===== src/inc/iox_pkg.sv =====
// ************************************************************
// command codes and constants
// ************************************************************
package iox_pkg;
	localparam int NUM_PORTS = 16;
	localparam int GRP_PORTS = 4;
	// first code of each measurement family
	localparam logic [6:0] CNT_BASE = 7'h01;
	localparam logic [6:0] FRQ_BASE = 7'h18;
	localparam logic [6:0] DUT_BASE = 7'h2f;
	// setting commands
	localparam logic [6:0] DEB_FIRST = 7'h46;
	localparam logic [6:0] DEB_LAST = 7'h55;
	localparam logic [6:0] MODE_FIRST = 7'h56;
	localparam logic [6:0] MODE_LAST = 7'h59;
	// offsets inside one family
	localparam logic [6:0] FAM_GRP4_OFS = 7'h10;
	localparam logic [6:0] FAM_GRP8_OFS = 7'h14;
	localparam logic [6:0] FAM_ALL_OFS = 7'h16;
	// values returned per command
	localparam logic [4:0] N_ONE = 5'h01;
	localparam logic [4:0] N_FOUR = 5'h04;
	localparam logic [4:0] N_EIGHT = 5'h08;
	localparam logic [4:0] N_ALL = 5'h10;
	localparam logic [3:0] BROADCAST_ADDR = 4'hf;
	localparam logic [3:0] ADDR_RST = 4'h0;
	localparam logic [15:0] DEB_RST = 16'h0000;
	localparam logic [3:0] MODE_RST = 4'h0;
	typedef enum logic [2:0] {
		IOX_K_NONE, IOX_K_CNT, IOX_K_FRQ, IOX_K_DUT,
		IOX_K_DEB, IOX_K_MODE, IOX_K_BAD
	} iox_kind_t;
	typedef struct packed {
		iox_kind_t kind;
		logic [3:0] first;
		logic [4:0] num;
	} iox_dec_t;
	typedef enum logic {IOX_IDLE, IOX_SEND} iox_state_t;
endpackage


===== src/hw/iox_cmd_decoder.sv =====
// Implementation choices: the register offsets and the address-and-strobe port.
`timescale 1ns/10ps
`default_nettype none
// Contract
// codes 17-20 return four counts, ports 1-4, 5-8, 9-12, 13-16.
// codes 21 and 22 return eight counts, ports 1-8 and 9-16.
// code 23 returns sixteen counts, one per port.
// codes 24-39 return one port frequency, 24 meaning port 1.
// codes 40-43 return four frequencies per group of four.
// codes 44 and 45 return eight frequencies, ports 1-8 and 9-16.
// code 46 returns sixteen frequencies.
// codes 47-62 return one port duty cycle, 47 meaning port 1.
// codes 63-66 return four duty cycles per group of four.
// codes 67 and 68 return eight duty cycles, ports 1-8 and 9-16.
// code 69 returns sixteen duty cycles.
// codes 70-85 load the supplied debounce time of ports 1-16.
// code 86 sets modes of ports 16 down to 13.
// code 87 sets modes of ports 12 down to 9.
// code 88 sets modes of ports 8 down to 5.
// code 89 sets modes of ports 4 down to 1.
// codes 1-16 return one port count, code 1 meaning port 1.
// host reports zero on success, adds one per failure.
// module answers only on addresses 0-14; 15 is broadcast.
// several values come out in ascending port order.
// unknown codes are refused and change no configuration.
module iox_cmd_decoder #(
	parameter int VAL_W = 32,
	parameter int DEB_W = 16,
	parameter int MODE_W = 4,
	parameter int NUM_PORTS = iox_pkg::NUM_PORTS
) (
	input wire logic ref_clk_i,
	input wire logic rst_i,
	input wire logic [3:0] module_bus_address_i,
	input wire logic [3:0] addr_i,
	input wire logic [6:0] cmd_i,
	input wire logic [4*MODE_W-1:0] wdata_i,
	input wire logic wr_i,
	input wire logic rd_i,
	input wire logic [NUM_PORTS*VAL_W-1:0] cnt_i,
	input wire logic [NUM_PORTS*VAL_W-1:0] frq_i,
	input wire logic [NUM_PORTS*VAL_W-1:0] dut_i,
	output logic [VAL_W-1:0] rdata_o,
	output logic rvalid_o,
	output logic [3:0] rport_o,
	output logic ack_o,
	output logic nak_o,
	output logic pending_o,
	output wire logic [NUM_PORTS*DEB_W-1:0] debounce_o,
	output wire logic [NUM_PORTS*MODE_W-1:0] mode_o
);
	// ************************************************************
	// command decoding
	// ************************************************************
	function automatic iox_pkg::iox_dec_t dec_family(
		input logic [6:0] ofs,
		input iox_pkg::iox_kind_t k
	);
		iox_pkg::iox_dec_t d;
		d.kind = k;
		d.first = 4'h0;
		d.num = iox_pkg::N_ONE;
		if (ofs < iox_pkg::FAM_GRP4_OFS) begin
			d.first = ofs[3:0];
		end else if (ofs < iox_pkg::FAM_GRP8_OFS) begin
			d.first = {ofs[1:0], 2'b00};
			d.num = iox_pkg::N_FOUR;
		end else if (ofs < iox_pkg::FAM_ALL_OFS) begin
			d.first = {ofs[0], 3'b000};
			d.num = iox_pkg::N_EIGHT;
		end else begin
			d.num = iox_pkg::N_ALL;
		end
		return d;
	endfunction

	function automatic iox_pkg::iox_dec_t dec_cmd(input logic [6:0] code);
		iox_pkg::iox_dec_t d;
		logic [6:0] ofs;
		d.kind = iox_pkg::IOX_K_BAD;
		d.first = 4'h0;
		d.num = iox_pkg::N_ONE;
		ofs = 7'h00;
		if (code < iox_pkg::CNT_BASE) begin
			d.kind = iox_pkg::IOX_K_BAD;
		end else if (code < iox_pkg::FRQ_BASE) begin
			ofs = code - iox_pkg::CNT_BASE;
			d = dec_family(ofs, iox_pkg::IOX_K_CNT);
		end else if (code < iox_pkg::DUT_BASE) begin
			ofs = code - iox_pkg::FRQ_BASE;
			d = dec_family(ofs, iox_pkg::IOX_K_FRQ);
		end else if (code < iox_pkg::DEB_FIRST) begin
			ofs = code - iox_pkg::DUT_BASE;
			d = dec_family(ofs, iox_pkg::IOX_K_DUT);
		end else if (code <= iox_pkg::DEB_LAST) begin
			ofs = code - iox_pkg::DEB_FIRST;
			d.kind = iox_pkg::IOX_K_DEB;
			d.first = ofs[3:0];
		end else if (code <= iox_pkg::MODE_LAST) begin
			// highest group comes first in code order
			ofs = iox_pkg::MODE_LAST - code;
			d.kind = iox_pkg::IOX_K_MODE;
			d.first = {ofs[1:0], 2'b00};
		end
		return d;
	endfunction

	// ************************************************************
	// own address, caught after reset release
	// ************************************************************
	logic [3:0] own_addr;
	logic addr_taken;

	always_ff @(posedge ref_clk_i or posedge rst_i) begin
		if (rst_i) begin
			own_addr <= iox_pkg::ADDR_RST;
			addr_taken <= 1'b0;
		end else if (!addr_taken) begin
			own_addr <= module_bus_address_i;
			addr_taken <= 1'b1;
		end
	end

	iox_pkg::iox_dec_t dec;
	logic hit;

	always_comb begin
		dec = dec_cmd(cmd_i);
		// a module never owns the broadcast address
		hit = wr_i && addr_taken && addr_i == own_addr
			&& addr_i != iox_pkg::BROADCAST_ADDR;
	end

	// ************************************************************
	// value stream
	// ************************************************************
	iox_pkg::iox_state_t state;
	iox_pkg::iox_kind_t kind;
	logic [3:0] cur_port;
	logic [4:0] remaining;
	logic is_read;

	always_comb begin
		is_read = dec.kind == iox_pkg::IOX_K_CNT
			|| dec.kind == iox_pkg::IOX_K_FRQ
			|| dec.kind == iox_pkg::IOX_K_DUT;
	end

	// a new read command drops whatever was still unread
	always_ff @(posedge ref_clk_i or posedge rst_i) begin
		if (rst_i) begin
			state <= iox_pkg::IOX_IDLE;
			kind <= iox_pkg::IOX_K_NONE;
			cur_port <= 4'h0;
			remaining <= 5'h00;
			pending_o <= 1'b0;
		end else if (hit && is_read) begin
			state <= iox_pkg::IOX_SEND;
			kind <= dec.kind;
			cur_port <= dec.first;
			remaining <= dec.num;
			pending_o <= 1'b1;
		end else if (rd_i && state == iox_pkg::IOX_SEND) begin
			cur_port <= cur_port + 4'h1;
			remaining <= remaining - 5'h01;
			if (remaining == iox_pkg::N_ONE) begin
				state <= iox_pkg::IOX_IDLE;
				pending_o <= 1'b0;
			end
		end
	end

	logic [VAL_W-1:0] sel_val;

	always_comb begin
		case (kind)
			iox_pkg::IOX_K_CNT: sel_val = cnt_i[int'(cur_port)*VAL_W +: VAL_W];
			iox_pkg::IOX_K_FRQ: sel_val = frq_i[int'(cur_port)*VAL_W +: VAL_W];
			iox_pkg::IOX_K_DUT: sel_val = dut_i[int'(cur_port)*VAL_W +: VAL_W];
			default: sel_val = '0;
		endcase
	end

	// read data stand for one cycle only, zero otherwise
	always_ff @(posedge ref_clk_i or posedge rst_i) begin
		if (rst_i) begin
			rdata_o <= '0;
			rvalid_o <= 1'b0;
			rport_o <= 4'h0;
		end else if (rd_i && state == iox_pkg::IOX_SEND) begin
			rdata_o <= sel_val;
			rvalid_o <= 1'b1;
			rport_o <= cur_port;
		end else begin
			rdata_o <= '0;
			rvalid_o <= 1'b0;
		end
	end

	// ************************************************************
	// command answer
	// ************************************************************
	always_ff @(posedge ref_clk_i or posedge rst_i) begin
		if (rst_i) begin
			ack_o <= 1'b0;
			nak_o <= 1'b0;
		end else begin
			ack_o <= hit && dec.kind != iox_pkg::IOX_K_BAD;
			nak_o <= hit && dec.kind == iox_pkg::IOX_K_BAD;
		end
	end

	iox_port_bank #(
		.NUM_PORTS(NUM_PORTS),
		.DEB_W(DEB_W),
		.MODE_W(MODE_W)
	) u_bank (
		.ref_clk_i(ref_clk_i),
		.rst_i(rst_i),
		.deb_we_i(hit && dec.kind == iox_pkg::IOX_K_DEB),
		.deb_sel_i(dec.first),
		.deb_val_i(DEB_W'(wdata_i)),
		.mode_we_i(hit && dec.kind == iox_pkg::IOX_K_MODE),
		.mode_grp_i(dec.first[3:2]),
		.mode_val_i(wdata_i),
		.debounce_o(debounce_o),
		.mode_o(mode_o)
	);
endmodule // iox_cmd_decoder
`default_nettype wire


===== src/hw/iox_port_bank.sv =====
`timescale 1ns/10ps
`default_nettype none
// ************************************************************
// per-port debounce and mode storage
// ************************************************************
module iox_port_bank #(
	parameter int NUM_PORTS = 16,
	parameter int DEB_W = 16,
	parameter int MODE_W = 4
) (
	input wire logic ref_clk_i,
	input wire logic rst_i,
	input wire logic deb_we_i,
	input wire logic [3:0] deb_sel_i,
	input wire logic [DEB_W-1:0] deb_val_i,
	input wire logic mode_we_i,
	input wire logic [1:0] mode_grp_i,
	input wire logic [4*MODE_W-1:0] mode_val_i,
	output wire logic [NUM_PORTS*DEB_W-1:0] debounce_o,
	output wire logic [NUM_PORTS*MODE_W-1:0] mode_o
);
	logic [DEB_W-1:0] deb_q [NUM_PORTS];
	logic [MODE_W-1:0] mode_q [NUM_PORTS];

	for (genvar p = 0; p < NUM_PORTS; p++) begin : g_port
		always_ff @(posedge ref_clk_i or posedge rst_i) begin
			if (rst_i) begin
				deb_q[p] <= DEB_W'(iox_pkg::DEB_RST);
			end else if (deb_we_i && deb_sel_i == 4'(p)) begin
				deb_q[p] <= deb_val_i;
			end
		end
		// one group of four moves together, lowest port in low bits
		always_ff @(posedge ref_clk_i or posedge rst_i) begin
			if (rst_i) begin
				mode_q[p] <= MODE_W'(iox_pkg::MODE_RST);
			end else if (mode_we_i && mode_grp_i == 2'(p / 4)) begin
				mode_q[p] <= mode_val_i[(p % 4)*MODE_W +: MODE_W];
			end
		end
		assign debounce_o[p*DEB_W +: DEB_W] = deb_q[p];
		assign mode_o[p*MODE_W +: MODE_W] = mode_q[p];
	end
endmodule // iox_port_bank
`default_nettype wire


===== config.mk =====
export PLATFORM = sky130hd
export DESIGN_NAME = iox_cmd_decoder
export DESIGN_NICKNAME = d
export VERILOG_FILES = /design/src/inc/iox_pkg.sv /design/src/hw/iox_cmd_decoder.sv /design/src/hw/iox_port_bank.sv
export SDC_FILE = /design/constraint.sdc
export NUM_CORES = 2
export LEC_CHECK = 0
export BUFFER_PORTS_ARGS = -buffer_cell sky130_fd_sc_hd__buf_2
export CORE_AREA = 4 4 739 741
export CTS_CLUSTER_SIZE = 8
export DETAILED_ROUTE_END_ITERATION = 6
export DIE_AREA = 0 0 743 745
export GPL_ROUTABILITY_DRIVEN = 0
export SETUP_SLACK_MARGIN = 0.3
export SYNTH_ARGS = -nofsm -noshare
export SYNTH_HDL_FRONTEND = slang
export SYNTH_SLANG_ARGS = --single-unit

===== constraint.sdc =====
create_clock -name ref_clk_i -period 23 [get_ports ref_clk_i]
set_clock_uncertainty 0.15 [all_clocks]
set_input_delay 4.6 -clock ref_clk_i [delete_from_list [all_inputs] [get_ports ref_clk_i]]
set_output_delay 4.6 -clock ref_clk_i [all_outputs]
set_load 0.01 [all_outputs]

# ---- Word level (Yosys, flattened, before mapping)
# Index checks and enable logic that the tools add are counted.
dict set report word_totals {
  in_bits 1571
  elab_cells 168
  reg_bits 377
}
dict set report classes {
  eq_ne 31
  mux 33
  addsub 7
  magnitude_cmp 15
  shift 3
  n_reduce_logical 36
}
# operator n
set ops {}
lappend ops {{variable part select 512 x 10 -> 32 bit} 3}
lappend ops {{one-hot mux 32 bit (3 select lines)} 1}
lappend ops {{less-than comparator 7 x 5 -> 1 bit, second input constant} 10}
lappend ops {{two-way mux 5 bit} 9}
lappend ops {{two-way mux 9 bit} 4}
lappend ops {{== test 4 bit, second input constant} 8}
lappend ops {{two-way mux 32 bit} 1}
lappend ops {{two-way mux 4 bit} 8}
lappend ops {{logical AND 1 bit} 29}
lappend ops {{two-way mux 12 bit} 2}
lappend ops {{== test 4 x 3 -> 1 bit, second input constant} 4}
lappend ops {{less-or-equal comparator 7 bit, second input constant} 2}
lappend ops {{== test 3 x 2 -> 1 bit, second input constant} 4}
lappend ops {{two-way mux 6 bit} 2}
lappend ops {{== test 3 bit, second input constant} 3}
lappend ops {{== test 4 x 2 -> 1 bit, second input constant} 2}
lappend ops {{less-than comparator 7 x 1 -> 1 bit, second input constant} 1}
lappend ops {{less-than comparator 7 x 6 -> 1 bit, second input constant} 1}
lappend ops {{less-than comparator 7 bit, second input constant} 1}
lappend ops {{two-way mux 7 bit} 1}
lappend ops {{subtractor 7 x 1 -> 7 bit, second input constant} 1}
lappend ops {{subtractor 7 x 5 -> 7 bit, second input constant} 1}
lappend ops {{subtractor 7 x 6 -> 7 bit, second input constant} 1}
lappend ops {{== test 3 x 1 -> 1 bit, second input constant} 2}
lappend ops {{other kinds (18)} 24}

# ---- Depth between registers and ports, before layout
dict set report logic_depth {
  word_depth 15
  depth_mapped 14
  mapped_depth_nobuf 9
}

# ---- Modules after synthesis
# Synthesis repeated with hierarchy kept, for this count alone.
dict set report unflattened {
  hier_cells 3092
  hier_area_um2 29407.0
}
# mod cells_per_inst area_each_um2 seq_area_each_um2 n_inst
set by_module_without_submodules {}
lappend by_module_without_submodules {iox_cmd_decoder 2381 17445.5 1426.4 1}
lappend by_module_without_submodules {iox_port_bank 711 11961.5 8007.7 1}

# ---- Worst setup path after synthesis
# No wires, ideal clock.
dict set report synth_timing {
  kind {input to register}
  start {input port cmd_i[0]}
  end {register u_bank.deb_q (netlist bit u_bank.debounce_o[128])}
  path_slack_ns 15.202
  arrival_time_ns 7.523
  setup_ns 0.125
  cell_stages 14
  t_required_ns 22.725
  path_buffers 5
  path_cell_list {buf_2 -> buf_2 -> inv_1 -> ha_1 -> clkbuf_2 -> nor2b_1 -> nor4_1 -> nor3_1 -> o211ai_1 -> a221o_2 -> buf_6 -> nor3_4 -> buf_12 -> mux2_4}
}
dict set report synth_between {
  elab_chain_cells 11
}
# element line
set synth_lines {}
lappend synth_lines {{start, declared} iox_cmd_decoder.sv:36} ;# input wire logic [6:0] cmd_i,
lappend synth_lines {{subtractor 7 x 6 -> 7 bit} iox_cmd_decoder.sv:93} ;# ofs = code - iox_pkg::DUT_BASE;
lappend synth_lines {{less-than comparator 7 x 5 -> 1 bit} iox_cmd_decoder.sv:68} ;# end else if (ofs < iox_pkg::FAM_ALL_OFS) begin
lappend synth_lines {{two-way mux 4 bit} iox_cmd_decoder.sv:68}
lappend synth_lines {{two-way mux 9 bit} iox_cmd_decoder.sv:65} ;# end else if (ofs < iox_pkg::FAM_GRP8_OFS) begin
lappend synth_lines {{two-way mux 4 bit} iox_cmd_decoder.sv:63} ;# if (ofs < iox_pkg::FAM_GRP4_OFS) begin
lappend synth_lines {{two-way mux 7 bit} iox_cmd_decoder.sv:92} ;# end else if (code < iox_pkg::DEB_FIRST) begin
lappend synth_lines {{two-way mux 12 bit} iox_cmd_decoder.sv:89} ;# end else if (code < iox_pkg::DUT_BASE) begin
lappend synth_lines {{two-way mux 12 bit} iox_cmd_decoder.sv:86} ;# end else if (code < iox_pkg::FRQ_BASE) begin
lappend synth_lines {{two-way mux 9 bit} iox_cmd_decoder.sv:84} ;# if (code < iox_pkg::CNT_BASE) begin
lappend synth_lines {{== test 4 bit} iox_port_bank.sv:29} ;# end else if (deb_we_i && deb_sel_i == 4'(p)) begin
lappend synth_lines {{logical AND 1 bit *} iox_port_bank.sv:29}
lappend synth_lines {{end signal, assigned by index} iox_port_bank.sv:28} ;# deb_q[p] <= DEB_W'(iox_pkg::DEB_RST);
lappend synth_lines {{end signal, assigned by index} iox_port_bank.sv:30} ;# deb_q[p] <= deb_val_i;
lappend synth_lines {{end, declared} iox_port_bank.sv:22} ;# logic [DEB_W-1:0] deb_q [NUM_PORTS];
# Every way passes the cells marked *; elsewhere a longest branch is shown, timed or not.
# A chain may end at the register's enable or synchronous reset.

# ---- Worst setup path after layout
dict set report layout_timing {
  start {input port cmd_i[3]}
  end {register u_bank.mode_q (netlist bit u_bank.mode_o[20])}
}
dict set report layout_between {
  elab_chain_cells 11
}
# element line
set layout_lines {}
lappend layout_lines {{subtractor 7 x 6 -> 7 bit} iox_cmd_decoder.sv:93}
lappend layout_lines {{less-than comparator 7 x 5 -> 1 bit} iox_cmd_decoder.sv:68}
lappend layout_lines {{two-way mux 4 bit} iox_cmd_decoder.sv:68}
lappend layout_lines {{two-way mux 9 bit} iox_cmd_decoder.sv:65}
lappend layout_lines {{two-way mux 4 bit} iox_cmd_decoder.sv:63}
lappend layout_lines {{two-way mux 7 bit} iox_cmd_decoder.sv:92}
lappend layout_lines {{two-way mux 12 bit} iox_cmd_decoder.sv:89}
lappend layout_lines {{two-way mux 12 bit} iox_cmd_decoder.sv:86}
lappend layout_lines {{two-way mux 9 bit} iox_cmd_decoder.sv:84}
lappend layout_lines {{== test 2 x 1 -> 1 bit} iox_port_bank.sv:37} ;# end else if (mode_we_i && mode_grp_i == 2'(p / 4)) begin
lappend layout_lines {{logical AND 1 bit *} iox_port_bank.sv:37}
lappend layout_lines {{end signal, assigned by index} iox_port_bank.sv:36} ;# mode_q[p] <= MODE_W'(iox_pkg::MODE_RST);
lappend layout_lines {{end signal, assigned by index} iox_port_bank.sv:38} ;# mode_q[p] <= mode_val_i[(p % 4)*MODE_W +: MODE_W];
lappend layout_lines {{end, declared} iox_port_bank.sv:23} ;# logic [MODE_W-1:0] mode_q [NUM_PORTS];
# Marked as above.

==> key figures <==
Status
  – Status: complete, no violations

Worst setup path
  – Slowest stage delay, CP: 0.76 ns
  – CP Capture Type: flip-flop
  – Crit path kind: in2reg
  – Crit path cell chain: buf_2 > inv_1 > ha_1 > a21bo_2 > o21ai_1 > nor3_1 > o31ai_1 > and3_1 > nand3_2 > mux2_2
  – CP required: 23.46 ns
  – Crit start category: primary input
  – Crit path max fanout: 23
  – Worst reg2reg path depth: 11
  – CP max-delay cell: and3_1
  – Arr. time, crit path: 9.50 ns

Clocking
  – Max H-tree Level: 2
  – Worst-path clk slew: 0.05 ns
  – Clock sinks: 377
  – TritonCTS Buffers: 56
  – Resized cells post-CTS: 0
  – Longest Clk Path Bufs: 3
  – Cts hold-fix bufs: 0
  – Worst skew pair latency: 0.68 ns
  – CTS tree: built
  – Setup Buffers After CTS: 0
  – Clock root buffer: clkbuf_16

Timing
  – Final Critical Period: 9.04 ns
  – Worst slew pin tran: 1.19 ns
  – RSZ-0062 raised after global routing: false
  – Final Hold Vio Count: 0
  – Setup ws final: 13.96 ns
  – Final Cycle Share: 39.3%
  – Final setup fails: 0
  – FMAX: 0.111 GHz
  – Slew Limit Headroom: 19.8%
  – Max Slew Vio Count: 0
  – Setup_tns: 0 ns

Synth
  – FFs w/ async S/R, synth: 100%
  – Post-Syn Nets: 4,500
  – Synth Cell Area: 30,100 sq um
  – Syn Area/Cell: 10.3 sq um
  – Yosys cell types: 79
  – Syn Inst Count: 2,914
  – EDFF count, synth: 0
  – Ys Warns: 0
  – Sequential fraction of the synthesis area: 31.3%
  – Ys flop type: dfrtp_1
  – #FFs+latches synth: 377

Layout
  – Final-stage net count: 6,283
  – FILL cells: 62,900
  – Share of post-route cells with drive strength above 1: 58.2%
  – Area Growth Syn to Fin: 69.6%

GRT
  – First-pass GRT wire length: 576,000 um
  – Vias in the first global route: 33,300
  – Grt ovf: 0
  – Largest net degree at the start of global routing: 152
  – Antenna violations before repair: 901
  – Total Routing Usage GR: 17.6%

Floorplanning
  – Die width: 743 um
  – Die area: 554,000 sq um
  – Initial Utilization: 5.59%
  – Core Box Area: 540,000 sq um
  – Num ports: 1,931
  – Die Ht: 745 um
  – Row cnt: 270

Pwr
  – Max IR drop VDD: 54.4 uV
  – Leak: 22.3 nW
  – PD cells: 91.0 nW/um^2

Flow run
  – Maxcap violations: 0

Placement
  – PortBufs: 1,930
  – DP Worst Slack: 13.39 ns
  – DP HPWL: 471,000 um

Routing
  – Final antenna-violating net count: 0
  – Pre-antenna DRT Iters: 6
  – Number of DRC markers in iteration 0: 3,760
  – Drt total wl: 509,000 um
  – Routed length per placed instance: 41.1 um
  – Via count: 38,400
  – Vias/cell: 3.10
  – Drt drc: 0

Min path
  – Worst min path class: reg2reg
  – Hold depth: 2
-- critical path: cells and delay by family --
kind                       cells  cell delay, ns
AOI/OAI and AO/OA              3            1.43
buffers and inverters          2            0.82
adders and majority gates      1            0.33
and+or+nand+nor                3            1.69
muxes                          1            0.53
-- routing by layer --
metal  vias up  track usage [%]  wire (um)
li1      14900                -          -
met1     17700             18.1     175000
met2      3682             28.1     228000
met3      1661             10.9      74100
met4       448             8.40      29600
met5         -            0.386       3160
-- Yosys cell counts, types with 5 or more instances --
| cell | count | area, sq um |
|---|---|---|
| nor2b_1 | 9 | 56.3 |
| a31oi_1 | 10 | 62.6 |
| or3_1 | 6 | 37.5 |
| nor4_1 | 7 | 43.8 |
| mux2_4 | 70 | 1050 |
| xor2_1 | 5 | 43.8 |
| nor2_1 | 348 | 1310 |
| inv_1 | 11 | 41.3 |
| mux2i_1 | 386 | 3860 |
| xnor2_1 | 16 | 140 |
| buf_2 | 38 | 190 |
| o21ai_0 | 142 | 711 |
| dfrtp_1 | 377 | 9430 |
| buf_1 | 24 | 90.1 |
| mux4_2 | 160 | 3600 |
| buf_6 | 7 | 78.8 |
| nor3_1 | 9 | 45.0 |
| nor3_4 | 9 | 146 |
| nand3_1 | 6 | 30.0 |
| mux2_2 | 364 | 4100 |
| clkbuf_1 | 205 | 769 |
| a211oi_1 | 99 | 743 |
| nand2b_1 | 6 | 37.5 |
| buf_4 | 8 | 60.1 |
| nand3_2 | 10 | 100 |
| nand2_1 | 163 | 612 |
| a21oi_1 | 305 | 1530 |
| ha_1 | 15 | 188 |
| mux2_1 | 18 | 203 |
-- metrics by stage --
| step | utilization (%) | std cells | hold WS, ns | instance area (sq um) | power [W] |
|---|---|---|---|---|---|
| after floorplan | - | 2914 | 0.321 | 30100 | 0.00227 |
| after global placement | 8.96 | 11800 | 0.307 | 48300 | 0.00395 |
| after detailed placement | 8.96 | 11800 | 0.312 | 48300 | 0.00398 |
| after CTS | 9.25 | 11900 | 0.325 | 49900 | 0.00481 |
| after global routing | 9.40 | 12200 | 0.348 | 50700 | 0.00491 |
| final | 9.48 | 12400 | 0.318 | 51100 | 0.00466 |
-- cells in the final DEF, fill, tap and decap left out, drive strengths merged, types with 146 or more instances in the layout --
cell type and instances:
buf 2013, o21ai 146, mux2 452, mux2i 386
mux4 160, a21oi 306, diode 480, dfrtp 377
nand2 163, nor2 348
-- path summary, 6_finish.rpt --
| kind | from | to | slack (ns) |
|---|---|---|---|
| setup / recovery | cmd_i[3] | u_bank.mode_o[20] | 13.96 |
| hold / removal | rport_o[3] | rport_o[3] | 0.32 |
| setup reg to reg | kind[1] | rdata_o[25] | 16.85 |
| hold reg to reg | rport_o[3] | rport_o[3] | 0.32 |
| max in group asynchronous | rst_i | u_bank.debounce_o[41] | 16.20 |
| min in group asynchronous | rst_i | u_bank.mode_o[36] | 3.85 |
-- kinds of logic (layout without fill, tap and decap cells) --
kind of cell,after synthesis,in the layout,share of synthesized area [%]
XOR/XNOR,21,21,0.610
other,1,481,0.0124
adder cells (fa/ha/maj),15,15,0.623
buffers and inverters,300,2095,4.38
multiplexers,998,998,42.5
AO/OA/AOI/OAI,599,599,11.4
AND/OR/NAND/NOR,603,603,9.10
flip-flops,377,377,31.3
-- where the power goes --
group          leakage (nW)  switching [W]  internal (W)
Clock                 0.781       0.000338      0.000461
Sequential             5.22      0.0000698      0.000695
Combinational          16.3        0.00206       0.00103
Total                  22.3        0.00247       0.00219
-- state kept, by name (all words and copies together), names as in the netlist --
register,count
u_bank.debounce_o,256
rvalid_o,1
remaining,5
ack_o,1
nak_o,1
u_bank.mode_o,64
own_addr,4
rdata_o,32
addr_taken,1
cur_port,4
rport_o,4
state,1
kind,3
-- final cells by class --
type	count	area [sq um]	share of cell area (%)
diodes	480	1200	2.35
clock buffers	62	1450	2.84
clock inverters	8	130	0.255
inverters	12	52.6	0.103
multi-input cells	2237	19500	38.1
flip-flops and latches	377	9450	18.5
well taps	7208	9020	17.6
repair buffers	2013	10300	20.2
No activity file was read; power rests on OpenSTA's default activity.
